==> config.mk <==
export PLATFORM = sky130hd
export DESIGN_NAME = tcu_top
export DESIGN_NICKNAME = d
export VERILOG_FILES = /design/src/verilog/tcu_pkg.sv /design/src/verilog/tcu_top.sv
export SDC_FILE = /design/constraint.sdc
export NUM_CORES = 1
export LEC_CHECK = 0
export BUFFER_PORTS_ARGS = -buffer_cell sky130_fd_sc_hd__buf_2
export CAP_MARGIN = 25
export CORE_ASPECT_RATIO = 1.75
export CORE_MARGIN = 1.5
export CORE_UTILIZATION = 55
export CTS_CLUSTER_SIZE = 20
export DETAILED_ROUTE_END_ITERATION = 7
export GPL_TIMING_DRIVEN = 0
export PLACE_DENSITY = 0.73
export SLEW_MARGIN = 20
export SYNTH_ARGS = -nofsm -noshare
export SYNTH_HDL_FRONTEND = slang
export SYNTH_SLANG_ARGS = --single-unit
==> constraint.sdc <==
create_clock -name ref_clk -period 8.01 [get_ports ref_clk]
set_clock_uncertainty 0.15 [all_clocks]
set_input_delay 0.801 -clock ref_clk [delete_from_list [all_inputs] [get_ports ref_clk]]
set_output_delay 0.801 -clock ref_clk [all_outputs]
set_load 0.02 [all_outputs]
==> src/verilog/tcu_pkg.sv <==
package tcu_pkg;

   // Register addresses
   localparam logic [7:0] ADDR_TIMER_CONTROL = 8'h88;
   localparam logic [7:0] ADDR_TIMER_MODE_CONTROL = 8'h89;
   localparam logic [7:0] ADDR_TIMER0_LOW_BYTE = 8'h8a;
   localparam logic [7:0] ADDR_TIMER1_LOW_BYTE = 8'h8b;
   localparam logic [7:0] ADDR_TIMER0_HIGH_BYTE = 8'h8c;
   localparam logic [7:0] ADDR_TIMER1_HIGH_BYTE = 8'h8d;
   localparam logic [7:0] ADDR_TIMER2_CONTROL = 8'hc8;
   localparam logic [7:0] ADDR_TIMER2_MODE_CONTROL = 8'hc9;
   localparam logic [7:0] ADDR_TIMER2_RELOAD_LOW = 8'hca;
   localparam logic [7:0] ADDR_TIMER2_RELOAD_HIGH = 8'hcb;
   localparam logic [7:0] ADDR_TIMER2_LOW_BYTE = 8'hcc;
   localparam logic [7:0] ADDR_TIMER2_HIGH_BYTE = 8'hcd;

   // Reset and all-ones values
   localparam logic [7:0] RESET_BYTE = 8'h00;
   localparam logic [15:0] COUNT_ALL_ONES = 16'hffff;

   // timer_control fields
   localparam int TC_TIMER1_OVERFLOW = 7;
   localparam int TC_TIMER1_RUN = 6;
   localparam int TC_TIMER0_OVERFLOW = 5;
   localparam int TC_TIMER0_RUN = 4;

   // timer_mode_control fields
   localparam int TM_TIMER1_GATE = 7;
   localparam int TM_TIMER1_COUNTER_SELECT = 6;
   localparam int TM_TIMER1_MODE_HI = 5;
   localparam int TM_TIMER1_MODE_LO = 4;
   localparam int TM_TIMER0_GATE = 3;
   localparam int TM_TIMER0_COUNTER_SELECT = 2;
   localparam int TM_TIMER0_MODE_HI = 1;
   localparam int TM_TIMER0_MODE_LO = 0;

   // timer2_control fields
   localparam int T2C_OVERFLOW = 7;
   localparam int T2C_EXT_FLAG = 6;
   localparam int T2C_RX_BAUD = 5;
   localparam int T2C_TX_BAUD = 4;
   localparam int T2C_EXT_EN = 3;
   localparam int T2C_RUN = 2;
   localparam int T2C_COUNTER_SELECT = 1;
   localparam int T2C_CAPTURE_SEL = 0;

   // timer2_mode_control fields
   localparam int T2M_OUT_EN = 1;
   localparam int T2M_UPDOWN_EN = 0;

   // Timer 0/1 mode codes
   localparam logic [1:0] MODE_13BIT = 2'h0;
   localparam logic [1:0] MODE_16BIT = 2'h1;
   localparam logic [1:0] MODE_RELOAD = 2'h2;
   localparam logic [1:0] MODE_SPLIT = 2'h3;

   // Clock division
   localparam int PERIPH_DIV = 6;
   localparam int CLKOUT_DIV = 2;
   localparam int PRESCALE_WIDTH = 5;

   // Synchronised pin indices
   localparam int PIN_IRQ0 = 0;
   localparam int PIN_IRQ1 = 1;
   localparam int PIN_CNT0 = 2;
   localparam int PIN_CNT1 = 3;
   localparam int PIN_CNT2 = 4;
   localparam int PIN_DIR2 = 5;
   localparam int PIN_COUNT = 6;

   typedef struct packed {
      logic [7:0] high;
      logic [7:0] low;
      logic ovf;
   } tcu_step_t;

endpackage : tcu_pkg

==> src/verilog/tcu_top.sv <==
// What this block does
// - Timer 1 runs when run bit set, and if gated only while irq1 pin high.
// - Timer 0 runs when run bit set, and if gated only while irq0 pin high.
// - Counter-select clear counts divided clock; set counts falling edges on count pin.
// - Timer 1 modes: 13-bit, 16-bit, 8-bit auto-reload, halted keeping count.
// - Timer 0 mode 3 splits into two 8-bit timers; high uses timer 1 run/flag.
// - Auto-reload mode reloads the low byte from the high byte on overflow.
// - Mode control and count byte registers reset to zero.
// - Timer 2 is a 16-bit count in cascaded low and high bytes.
// - Timer 2 counter-select picks clock divided by 6 (by 2 in baud or clock-out mode) or timer-2 pin.
// - Timer 2 increments only while its run bit is set.
// - With up/down enabled and capture select clear (or in baud mode), direction pin high counts up, low counts down.
// - Outside baud and clock-out modes, up-count overflow at FFFFh sets flag and requests interrupt; it loads reload pair unless capture select is set.
// - Down-count underflow at reload value loads FFFFh, and sets flag outside baud and clock-out modes.
// - Up/down mode toggles external flag on each wrap, without interrupt.
// - Clock-out mode is 50% duty, low byte increments at clock divided by 2.
// - Clock-out overflow reloads from reload pair and raises no interrupt.
// - Clock-out frequency is clock over 4 times (65536 minus reload).
// - Clock-out square wave drives the timer-2 pin.
// - Baud generation and clock-out share the one reload pair.
// - 13-bit mode uses low five bits as modulo-32 prescaler into high byte.
// - Timer 0/1 overflow sets flag (timer 1 sets none while timer 0 is in mode 3); vectoring to the handler clears it.
// - Split-mode high byte counts clock divided by 6, borrowing timer 1 controls.
//
// Chosen here: the plain strobed port.
`timescale 1ns/1ps
module tcu_top
   import tcu_pkg::*;
(
   input wire logic ref_clk,
   input wire logic rst_n,
   input wire logic [7:0] reg_addr,
   input wire logic [7:0] reg_wdata,
   input wire logic reg_wr,
   input wire logic reg_rd,
   output logic [7:0] reg_rdata,
   input wire logic timer0_irq_ack,
   input wire logic timer1_irq_ack,
   input wire logic ext_irq0_pin,
   input wire logic ext_irq1_pin,
   input wire logic timer0_count_pin,
   input wire logic timer1_count_pin,
   input wire logic timer2_clock_pin_in,
   output logic timer2_clock_pin_out,
   output logic timer2_clock_pin_oe_n,
   input wire logic timer2_direction_pin,
   output logic timer0_irq,
   output logic timer1_irq,
   output logic timer2_irq,
   output logic timer2_baud_tick
);

   logic rst_meta_reg, rst_sync_n;
   logic [PIN_COUNT-1:0] pin_raw, sync1_reg, sync2_reg, sync3_reg;
   logic [PIN_COUNT-1:0] pin_level_reg, pin_agree, pin_fall;
   logic [2:0] div6_reg;
   logic div6_tick, div2_reg;
   logic [7:0] timer_mode_control_reg, tl0_reg, th0_reg, tl1_reg, th1_reg, timer2_control_reg;
   logic tf0_reg, tf1_reg, tr0_reg, tr1_reg, clkout_reg;
   logic [1:0] timer2_mode_control_reg, mode0, mode1;
   logic [15:0] reload2_reg, count2_reg, count2_next;
   logic tick0, tick1, tick0_high, tick2, wrap2;
   tcu_step_t step0, step1;
   logic [7:0] tl0_next, th0_next, tl1_next, th1_next, rdata_next;
   logic set_tf0, set_tf1, baud_mode, clkout_mode, count_down;

   function automatic tcu_step_t tcu_step(input logic [1:0] mode, input logic [7:0] low, input logic [7:0] high);
      tcu_step_t s;
      s.low = low;
      s.high = high;
      s.ovf = 1'b0;
      case (mode)
         MODE_13BIT:
         begin
            s.low[PRESCALE_WIDTH-1:0] = low[PRESCALE_WIDTH-1:0] + 5'h01;
            if (low[PRESCALE_WIDTH-1:0] == 5'h1f)
            begin
               s.high = high + 8'h01;
               s.ovf = (high == 8'hff);
            end
         end
         MODE_16BIT:
         begin
            {s.high, s.low} = {high, low} + 16'h0001;
            s.ovf = ({high, low} == COUNT_ALL_ONES);
         end
         MODE_RELOAD:
         begin
            if (low == 8'hff)
            begin
               s.low = high;
               s.ovf = 1'b1;
            end
            else
               s.low = low + 8'h01;
         end
         default:
            s.ovf = 1'b0;
      endcase
      return s;
   endfunction : tcu_step

   function automatic logic reg_hit(input logic strobe, input logic [7:0] addr, input logic [7:0] target);
      return strobe && (addr == target);
   endfunction : reg_hit

   // Reset release
   always_ff @(posedge ref_clk or negedge rst_n)
   begin
      if (!rst_n)
      begin
         rst_meta_reg <= 1'b0;
         rst_sync_n <= 1'b0;
      end
      else
      begin
         rst_meta_reg <= 1'b1;
         rst_sync_n <= rst_meta_reg;
      end
   end

   // Pin synchronisers with agreement filter
   assign pin_raw = {timer2_direction_pin, timer2_clock_pin_in, timer1_count_pin,
                     timer0_count_pin, ext_irq1_pin, ext_irq0_pin};
   assign pin_agree = ~(sync2_reg ^ sync3_reg);
   assign pin_fall = pin_level_reg & ~sync3_reg & pin_agree;

   always_ff @(posedge ref_clk or negedge rst_sync_n)
   begin
      if (!rst_sync_n)
      begin
         sync1_reg <= '0;
         sync2_reg <= '0;
         sync3_reg <= '0;
         pin_level_reg <= '0;
      end
      else
      begin
         sync1_reg <= pin_raw;
         sync2_reg <= sync1_reg;
         sync3_reg <= sync2_reg;
         pin_level_reg <= (pin_level_reg & ~pin_agree) | (sync3_reg & pin_agree);
      end
   end

   // Clock dividers
   assign div6_tick = (div6_reg == 3'(PERIPH_DIV - 1));

   always_ff @(posedge ref_clk or negedge rst_sync_n)
   begin
      if (!rst_sync_n)
      begin
         div6_reg <= 3'h0;
         div2_reg <= 1'b0;
      end
      else
      begin
         div6_reg <= div6_tick ? 3'h0 : div6_reg + 3'h1;
         div2_reg <= ~div2_reg;
      end
   end

   // Timers 0 and 1
   assign mode0 = timer_mode_control_reg[TM_TIMER0_MODE_HI:TM_TIMER0_MODE_LO];
   assign mode1 = timer_mode_control_reg[TM_TIMER1_MODE_HI:TM_TIMER1_MODE_LO];

   assign tick0 = tr0_reg
                  && (!timer_mode_control_reg[TM_TIMER0_GATE] || pin_level_reg[PIN_IRQ0])
                  && (timer_mode_control_reg[TM_TIMER0_COUNTER_SELECT] ? pin_fall[PIN_CNT0] : div6_tick);
   assign tick1 = tr1_reg
                  && (!timer_mode_control_reg[TM_TIMER1_GATE] || pin_level_reg[PIN_IRQ1])
                  && (timer_mode_control_reg[TM_TIMER1_COUNTER_SELECT] ? pin_fall[PIN_CNT1] : div6_tick);
   assign tick0_high = (mode0 == MODE_SPLIT) && tr1_reg && div6_tick;

   assign step0 = tcu_step(mode0, tl0_reg, th0_reg);
   assign step1 = tcu_step(mode1, tl1_reg, th1_reg);

   always_comb
   begin
      tl0_next = tl0_reg;
      th0_next = th0_reg;
      set_tf0 = 1'b0;
      set_tf1 = 1'b0;
      tl1_next = tl1_reg;
      th1_next = th1_reg;
      if (mode0 == MODE_SPLIT)
      begin
         if (tick0)
         begin
            tl0_next = tl0_reg + 8'h01;
            set_tf0 = (tl0_reg == 8'hff);
         end
         if (tick0_high)
         begin
            th0_next = th0_reg + 8'h01;
            set_tf1 = (th0_reg == 8'hff);
         end
      end
      else if (tick0)
      begin
         tl0_next = step0.low;
         th0_next = step0.high;
         set_tf0 = step0.ovf;
      end
      if (tick1)
      begin
         tl1_next = step1.low;
         th1_next = step1.high;
         if (mode0 != MODE_SPLIT)
         begin
            set_tf1 = step1.ovf;
         end
      end
   end

   always_ff @(posedge ref_clk or negedge rst_sync_n)
   begin
      if (!rst_sync_n)
      begin
         timer_mode_control_reg <= RESET_BYTE;
         tl0_reg <= RESET_BYTE;
         th0_reg <= RESET_BYTE;
         tl1_reg <= RESET_BYTE;
         th1_reg <= RESET_BYTE;
      end
      else
      begin
         if (reg_hit(reg_wr, reg_addr, ADDR_TIMER_MODE_CONTROL))
            timer_mode_control_reg <= reg_wdata;
         tl0_reg <= reg_hit(reg_wr, reg_addr, ADDR_TIMER0_LOW_BYTE) ? reg_wdata : tl0_next;
         th0_reg <= reg_hit(reg_wr, reg_addr, ADDR_TIMER0_HIGH_BYTE) ? reg_wdata : th0_next;
         tl1_reg <= reg_hit(reg_wr, reg_addr, ADDR_TIMER1_LOW_BYTE) ? reg_wdata : tl1_next;
         th1_reg <= reg_hit(reg_wr, reg_addr, ADDR_TIMER1_HIGH_BYTE) ? reg_wdata : th1_next;
      end
   end

   // Timer 0/1 run bits and flags; a hardware set wins over any clear
   always_ff @(posedge ref_clk or negedge rst_sync_n)
   begin
      if (!rst_sync_n)
      begin
         tf0_reg <= 1'b0;
         tf1_reg <= 1'b0;
         tr0_reg <= 1'b0;
         tr1_reg <= 1'b0;
      end
      else
      begin
         if (reg_hit(reg_wr, reg_addr, ADDR_TIMER_CONTROL))
         begin
            tr0_reg <= reg_wdata[TC_TIMER0_RUN];
            tr1_reg <= reg_wdata[TC_TIMER1_RUN];
            tf0_reg <= set_tf0 | reg_wdata[TC_TIMER0_OVERFLOW];
            tf1_reg <= set_tf1 | reg_wdata[TC_TIMER1_OVERFLOW];
         end
         else
         begin
            tf0_reg <= set_tf0 | (tf0_reg & ~timer0_irq_ack);
            tf1_reg <= set_tf1 | (tf1_reg & ~timer1_irq_ack);
         end
      end
   end

   // Timer 2
   assign baud_mode = timer2_control_reg[T2C_RX_BAUD] | timer2_control_reg[T2C_TX_BAUD];
   assign clkout_mode = timer2_mode_control_reg[T2M_OUT_EN] & ~timer2_control_reg[T2C_COUNTER_SELECT];
   assign count_down = timer2_mode_control_reg[T2M_UPDOWN_EN] && !pin_level_reg[PIN_DIR2]
                       && (!timer2_control_reg[T2C_CAPTURE_SEL] || baud_mode);

   assign tick2 = timer2_control_reg[T2C_RUN]
                  && (timer2_control_reg[T2C_COUNTER_SELECT] ? pin_fall[PIN_CNT2]
                      : ((clkout_mode || baud_mode) ? div2_reg : div6_tick));

   always_comb
   begin
      wrap2 = 1'b0;
      count2_next = count2_reg + 16'h0001;
      if (count_down)
      begin
         count2_next = count2_reg - 16'h0001;
         if (count2_reg == reload2_reg)
         begin
            wrap2 = 1'b1;
            count2_next = COUNT_ALL_ONES;
         end
      end
      else if (count2_reg == COUNT_ALL_ONES)
      begin
         wrap2 = 1'b1;
         if (!timer2_control_reg[T2C_CAPTURE_SEL] || baud_mode || clkout_mode)
            count2_next = reload2_reg;
      end
   end

   always_ff @(posedge ref_clk or negedge rst_sync_n)
   begin
      if (!rst_sync_n)
      begin
         count2_reg <= 16'h0000;
         reload2_reg <= 16'h0000;
         timer2_mode_control_reg <= 2'h0;
      end
      else
      begin
         if (reg_hit(reg_wr, reg_addr, ADDR_TIMER2_LOW_BYTE))
            count2_reg[7:0] <= reg_wdata;
         else if (reg_hit(reg_wr, reg_addr, ADDR_TIMER2_HIGH_BYTE))
            count2_reg[15:8] <= reg_wdata;
         else if (tick2)
            count2_reg <= count2_next;
         if (reg_hit(reg_wr, reg_addr, ADDR_TIMER2_RELOAD_LOW))
            reload2_reg[7:0] <= reg_wdata;
         if (reg_hit(reg_wr, reg_addr, ADDR_TIMER2_RELOAD_HIGH))
            reload2_reg[15:8] <= reg_wdata;
         if (reg_hit(reg_wr, reg_addr, ADDR_TIMER2_MODE_CONTROL))
            timer2_mode_control_reg <= reg_wdata[1:0];
      end
   end

   // Timer 2 control, flags, clock-out and baud tick
   always_ff @(posedge ref_clk or negedge rst_sync_n)
   begin
      if (!rst_sync_n)
      begin
         timer2_control_reg <= RESET_BYTE;
         clkout_reg <= 1'b0;
         timer2_baud_tick <= 1'b0;
      end
      else
      begin
         if (reg_hit(reg_wr, reg_addr, ADDR_TIMER2_CONTROL))
            timer2_control_reg <= reg_wdata;
         if (tick2 && wrap2)
         begin
            if (!baud_mode && !clkout_mode)
               timer2_control_reg[T2C_OVERFLOW] <= 1'b1;
            if (timer2_mode_control_reg[T2M_UPDOWN_EN])
               timer2_control_reg[T2C_EXT_FLAG] <= ~timer2_control_reg[T2C_EXT_FLAG];
         end
         if (!clkout_mode)
            clkout_reg <= 1'b0;
         else if (tick2 && wrap2)
            clkout_reg <= ~clkout_reg;
         timer2_baud_tick <= tick2 && wrap2 && baud_mode;
      end
   end

   assign timer2_clock_pin_out = clkout_reg;
   assign timer2_clock_pin_oe_n = ~clkout_mode;
   assign timer0_irq = tf0_reg;
   assign timer1_irq = tf1_reg;
   assign timer2_irq = timer2_control_reg[T2C_OVERFLOW];

   // Read port
   always_comb
   begin
      rdata_next = 8'h00;
      if (reg_addr == ADDR_TIMER_CONTROL)
         rdata_next = {tf1_reg, tr1_reg, tf0_reg, tr0_reg, 4'h0};
      else if (reg_addr == ADDR_TIMER_MODE_CONTROL)
         rdata_next = timer_mode_control_reg;
      else if (reg_addr == ADDR_TIMER0_LOW_BYTE)
         rdata_next = tl0_reg;
      else if (reg_addr == ADDR_TIMER1_LOW_BYTE)
         rdata_next = tl1_reg;
      else if (reg_addr == ADDR_TIMER0_HIGH_BYTE)
         rdata_next = th0_reg;
      else if (reg_addr == ADDR_TIMER1_HIGH_BYTE)
         rdata_next = th1_reg;
      else if (reg_addr == ADDR_TIMER2_CONTROL)
         rdata_next = timer2_control_reg;
      else if (reg_addr == ADDR_TIMER2_MODE_CONTROL)
         rdata_next = {6'h00, timer2_mode_control_reg};
      else if (reg_addr == ADDR_TIMER2_RELOAD_LOW)
         rdata_next = reload2_reg[7:0];
      else if (reg_addr == ADDR_TIMER2_RELOAD_HIGH)
         rdata_next = reload2_reg[15:8];
      else if (reg_addr == ADDR_TIMER2_LOW_BYTE)
         rdata_next = count2_reg[7:0];
      else if (reg_addr == ADDR_TIMER2_HIGH_BYTE)
         rdata_next = count2_reg[15:8];
   end

   // Read data stands for one cycle after the strobe, zero otherwise
   always_ff @(posedge ref_clk or negedge rst_sync_n)
   begin
      if (!rst_sync_n)
         reg_rdata <= 8'h00;
      else
         reg_rdata <= reg_rd ? rdata_next : 8'h00;
   end

endmodule : tcu_top

==> run metrics <==
antenna violations before repair 0; PwrDens roughly 220 nW/um^2; most frequent standard cell in the layout excluding fill and tap cells sky130_fd_sc_hd__dfrtp_1; Worst Reg-to-Reg Cells 9; Detailed Route WL ~27000 um; Chip Height roughly 160 um; gpl congestion about 1.0; critical path class primary input to flop; Post-Syn Instances 895; largest net degree at the start of global routing 58; cell at the root of the clock tree sky130_fd_sc_hd__clkbuf_16; pre-CTS setup slack around 4.8 ns; proportion of synthesized flip-flops having asynchronous set or reset 100%; vias in the first global route roughly 7500; number of nets in the synthesized netlist about 940; kind of start point of the critical path primary input; Max Freq about 340 MHz; transition time at the pin with the least slew margin just over 1 ns; min-delay worst type flop to async pin; fraction of the core area covered by cells at the end of the flow 64.2%; worst rel slew slack about a third; Detail Placement HPWL between 15000 and 20000 um; DRC viols 0; number of warnings issued by yosys 0; H-tree depth reported by CTS 4; R2R Path Start count2_reg[0]; outcome finished, final reports clean; mean routed wirelength per cell ~23 um; Crit Path Max Fanout 10; DP Cell Count roughly 1100; overflow left after global routing 0; TritonCTS Buffers 17; area share of the leading cell type in the synthesized netlist about 39%; number of enable-type register cells in the synthesized netlist 0; number of core rows a little under 60; initial core utilization 56.7%; register clock-pin slew on the reported worst setup and hold paths about 0.070 ns; I/O pins 42; layout-stage area growth over the synthesis result 13.3%; type of element capturing the critical path flop; top library cells by usage in the layout, fill and taps aside sky130_fd_sc_hd__dfrtp_1, sky130_fd_sc_hd__nand2_1, sky130_fd_sc_hd__nor2_1; overall die area ~16000 sq um; maximum clock path buffer count 2; final critical-path setup slack between 5 and 6 ns; Buffers on Ports 36; final critical path time including I/O delays and setup slightly below 3 ns; worst reg2reg path endpoint count2_reg[14]; count of max-cap constraint violations 0; leakage dissipation around 0.004 uW; via total after detailed routing approximately 7500; RSZ-0062 raised after global routing no; #FFs+latches synth roughly 130; clk sink count ~130; post-synthesis instance area between 8000 and 9000 sq um; wire length of the first global-routing pass between 40000 and 50000 um; global routing usage summed across all routing layers between 30% and 40%; Seq/Total Area, Yosys 38.5%; die width 95.2 um; Register-to-Register Setup Slack 5.35 ns; Via-to-Cell Ratio 6.55; clock tree from TritonCTS built; detailed-routing iteration count for the pre-antenna-repair pass 5; dominant cell type by area after synthesis sky130_fd_sc_hd__dfrtp_1; non-filler instance count after layout about 1100; crit path DAT around 3.1 ns; Final Max Slew Viols 0; Antenna diodes 0; setup TNS 0 ns; final setup violating endpoints 0; Floorplan Core Area 14400 sq um; final antenna-violating net count 0; commonest register cell after synthesis sky130_fd_sc_hd__dfrtp_1; clock insertion delay at the later pin of the skew report 0.43 ns; post-CTS sizing 0; Avg Cell Area, Syn ~9.1 sq um; number of hold violations in the final report 0; CP Data Required Time around 8.2 ns; detailed router's first-iteration violation count ~680; layout cell share with drive strength beyond 1 roughly 18%; share of the clock period used by the worst path between 30% and 40%; Worst IR Drop VDD between 0.00015 and 0.0002 V; Net count, final between 900 and 1000; top area cells in the synthesized netlist sky130_fd_sc_hd__dfrtp_1, sky130_fd_sc_hd__mux2_2, sky130_fd_sc_hd__nand2_1; number of library cell types mapped by synthesis 81
-- metrics by stage --
step                      hold slack [ns]  area (sq um)  total power [uW]
after global placement              0.183          8590              1210
final                              0.0309          9270              2040
after global routing               0.0451          9270              2120
after floorplan                     0.181          8180              1090
after CTS                          0.0351          9270              2030
after detailed placement           0.0315          8650              1220
-- critical path: stages --
cell and delay, ns:
sky130_fd_sc_hd__clkbuf_1 0.35, sky130_fd_sc_hd__nand2_1 0.34, sky130_fd_sc_hd__nor3_1 0.63, sky130_fd_sc_hd__buf_2 0.35, sky130_fd_sc_hd__o21ai_1 0.24, sky130_fd_sc_hd__a22oi_1 0.23
sky130_fd_sc_hd__o21ai_0 0.11
-- routing by layer --
layer / GRT usage, % / part of all wire (%) / up-vias
met1: 39.1 / 35 / 3589
li1: - / - / 3387
met4: 28.4 / 9.1 / 0
met3: 6.30 / 5.9 / 151
met2: 60.9 / 50 / 385
met5: 0 / 0 / -
-- final cells by class --
class	instances	area (sq um)
well taps	180	225
clock inverters	15	186
inverters	21	78.8
plain buffers	56	290
clock buffers	17	425
flip-flops and latches	126	3160
repair buffers	39	245
multi-input cells	692	4660
fillers	1221	5170
-- worst max-delay path by stage --
| stage | from | to | slack, ns | depth (start not counted) |
|---|---|---|---|---|
| floorplan | rst_sync_n | async pin | 4.09 | 0 |
| detailed placement | reg_addr[4] | count2_reg[9] | 4.78 | 7 |
| finish | reg_wr | count2_reg[9] | 5.11 | 7 |
| global placement | rst_sync_n | count2_reg[15] | 2.69 | 0 |
| CTS | reg_addr[4] | count2_reg[9] | 5.26 | 7 |
| global route | count2_reg[0] | count2_reg[14] | 5.04 | 9 |
-- synthesized netlist by cell type (all sizes together), types with 5 or more instances --
library cell	number
a211oi	12
a21oi	53
a221oi	6
a22oi	10
a31oi	7
and2	8
and3	15
and4bb	5
buf	33
clkbuf	23
dfrtp	126
ha	16
inv	21
maj3	5
mux2	39
mux2i	21
nand2	86
nand2b	6
nand3	42
nand4	12
nor2	79
nor2b	6
nor3	26
nor3b	7
nor4	10
o211ai	10
o21ai	65
o221ai	5
o22ai	11
o31ai	9
or4	5
xnor2	30
xor2	32
-- kinds of logic (layout without fill, tap and decap cells) --
kind of cell               after synthesis  after routing  synth area share (%)
xor gates and xnor gates                62             62                  6.64
other                                    1              1                0.0458
AOI/OAI and AO/OA                      226            226                  17.8
and+or+nand+nor                        322            322                  21.4
muxes                                   60             60                  7.98
adders and majority gates               21             21                  3.06
DFF                                    126            126                  38.5
buffers and inverters                   77            148                  4.51
-- repair_timing --
action                                 CTS  global route
buffers inserted                         0             0
hold buffers                             1             0
endpoints found under the hold margin    2             0
-- report_power, final --
| part | switching, uW | total [uW] | internal, uW |
|---|---|---|---|
| clock network | 322 | 816 | 494 |
| logic | 273 | 462 | 189 |
| registers | 76.6 | 764 | 687 |
Power figures use the tool's default switching activity.
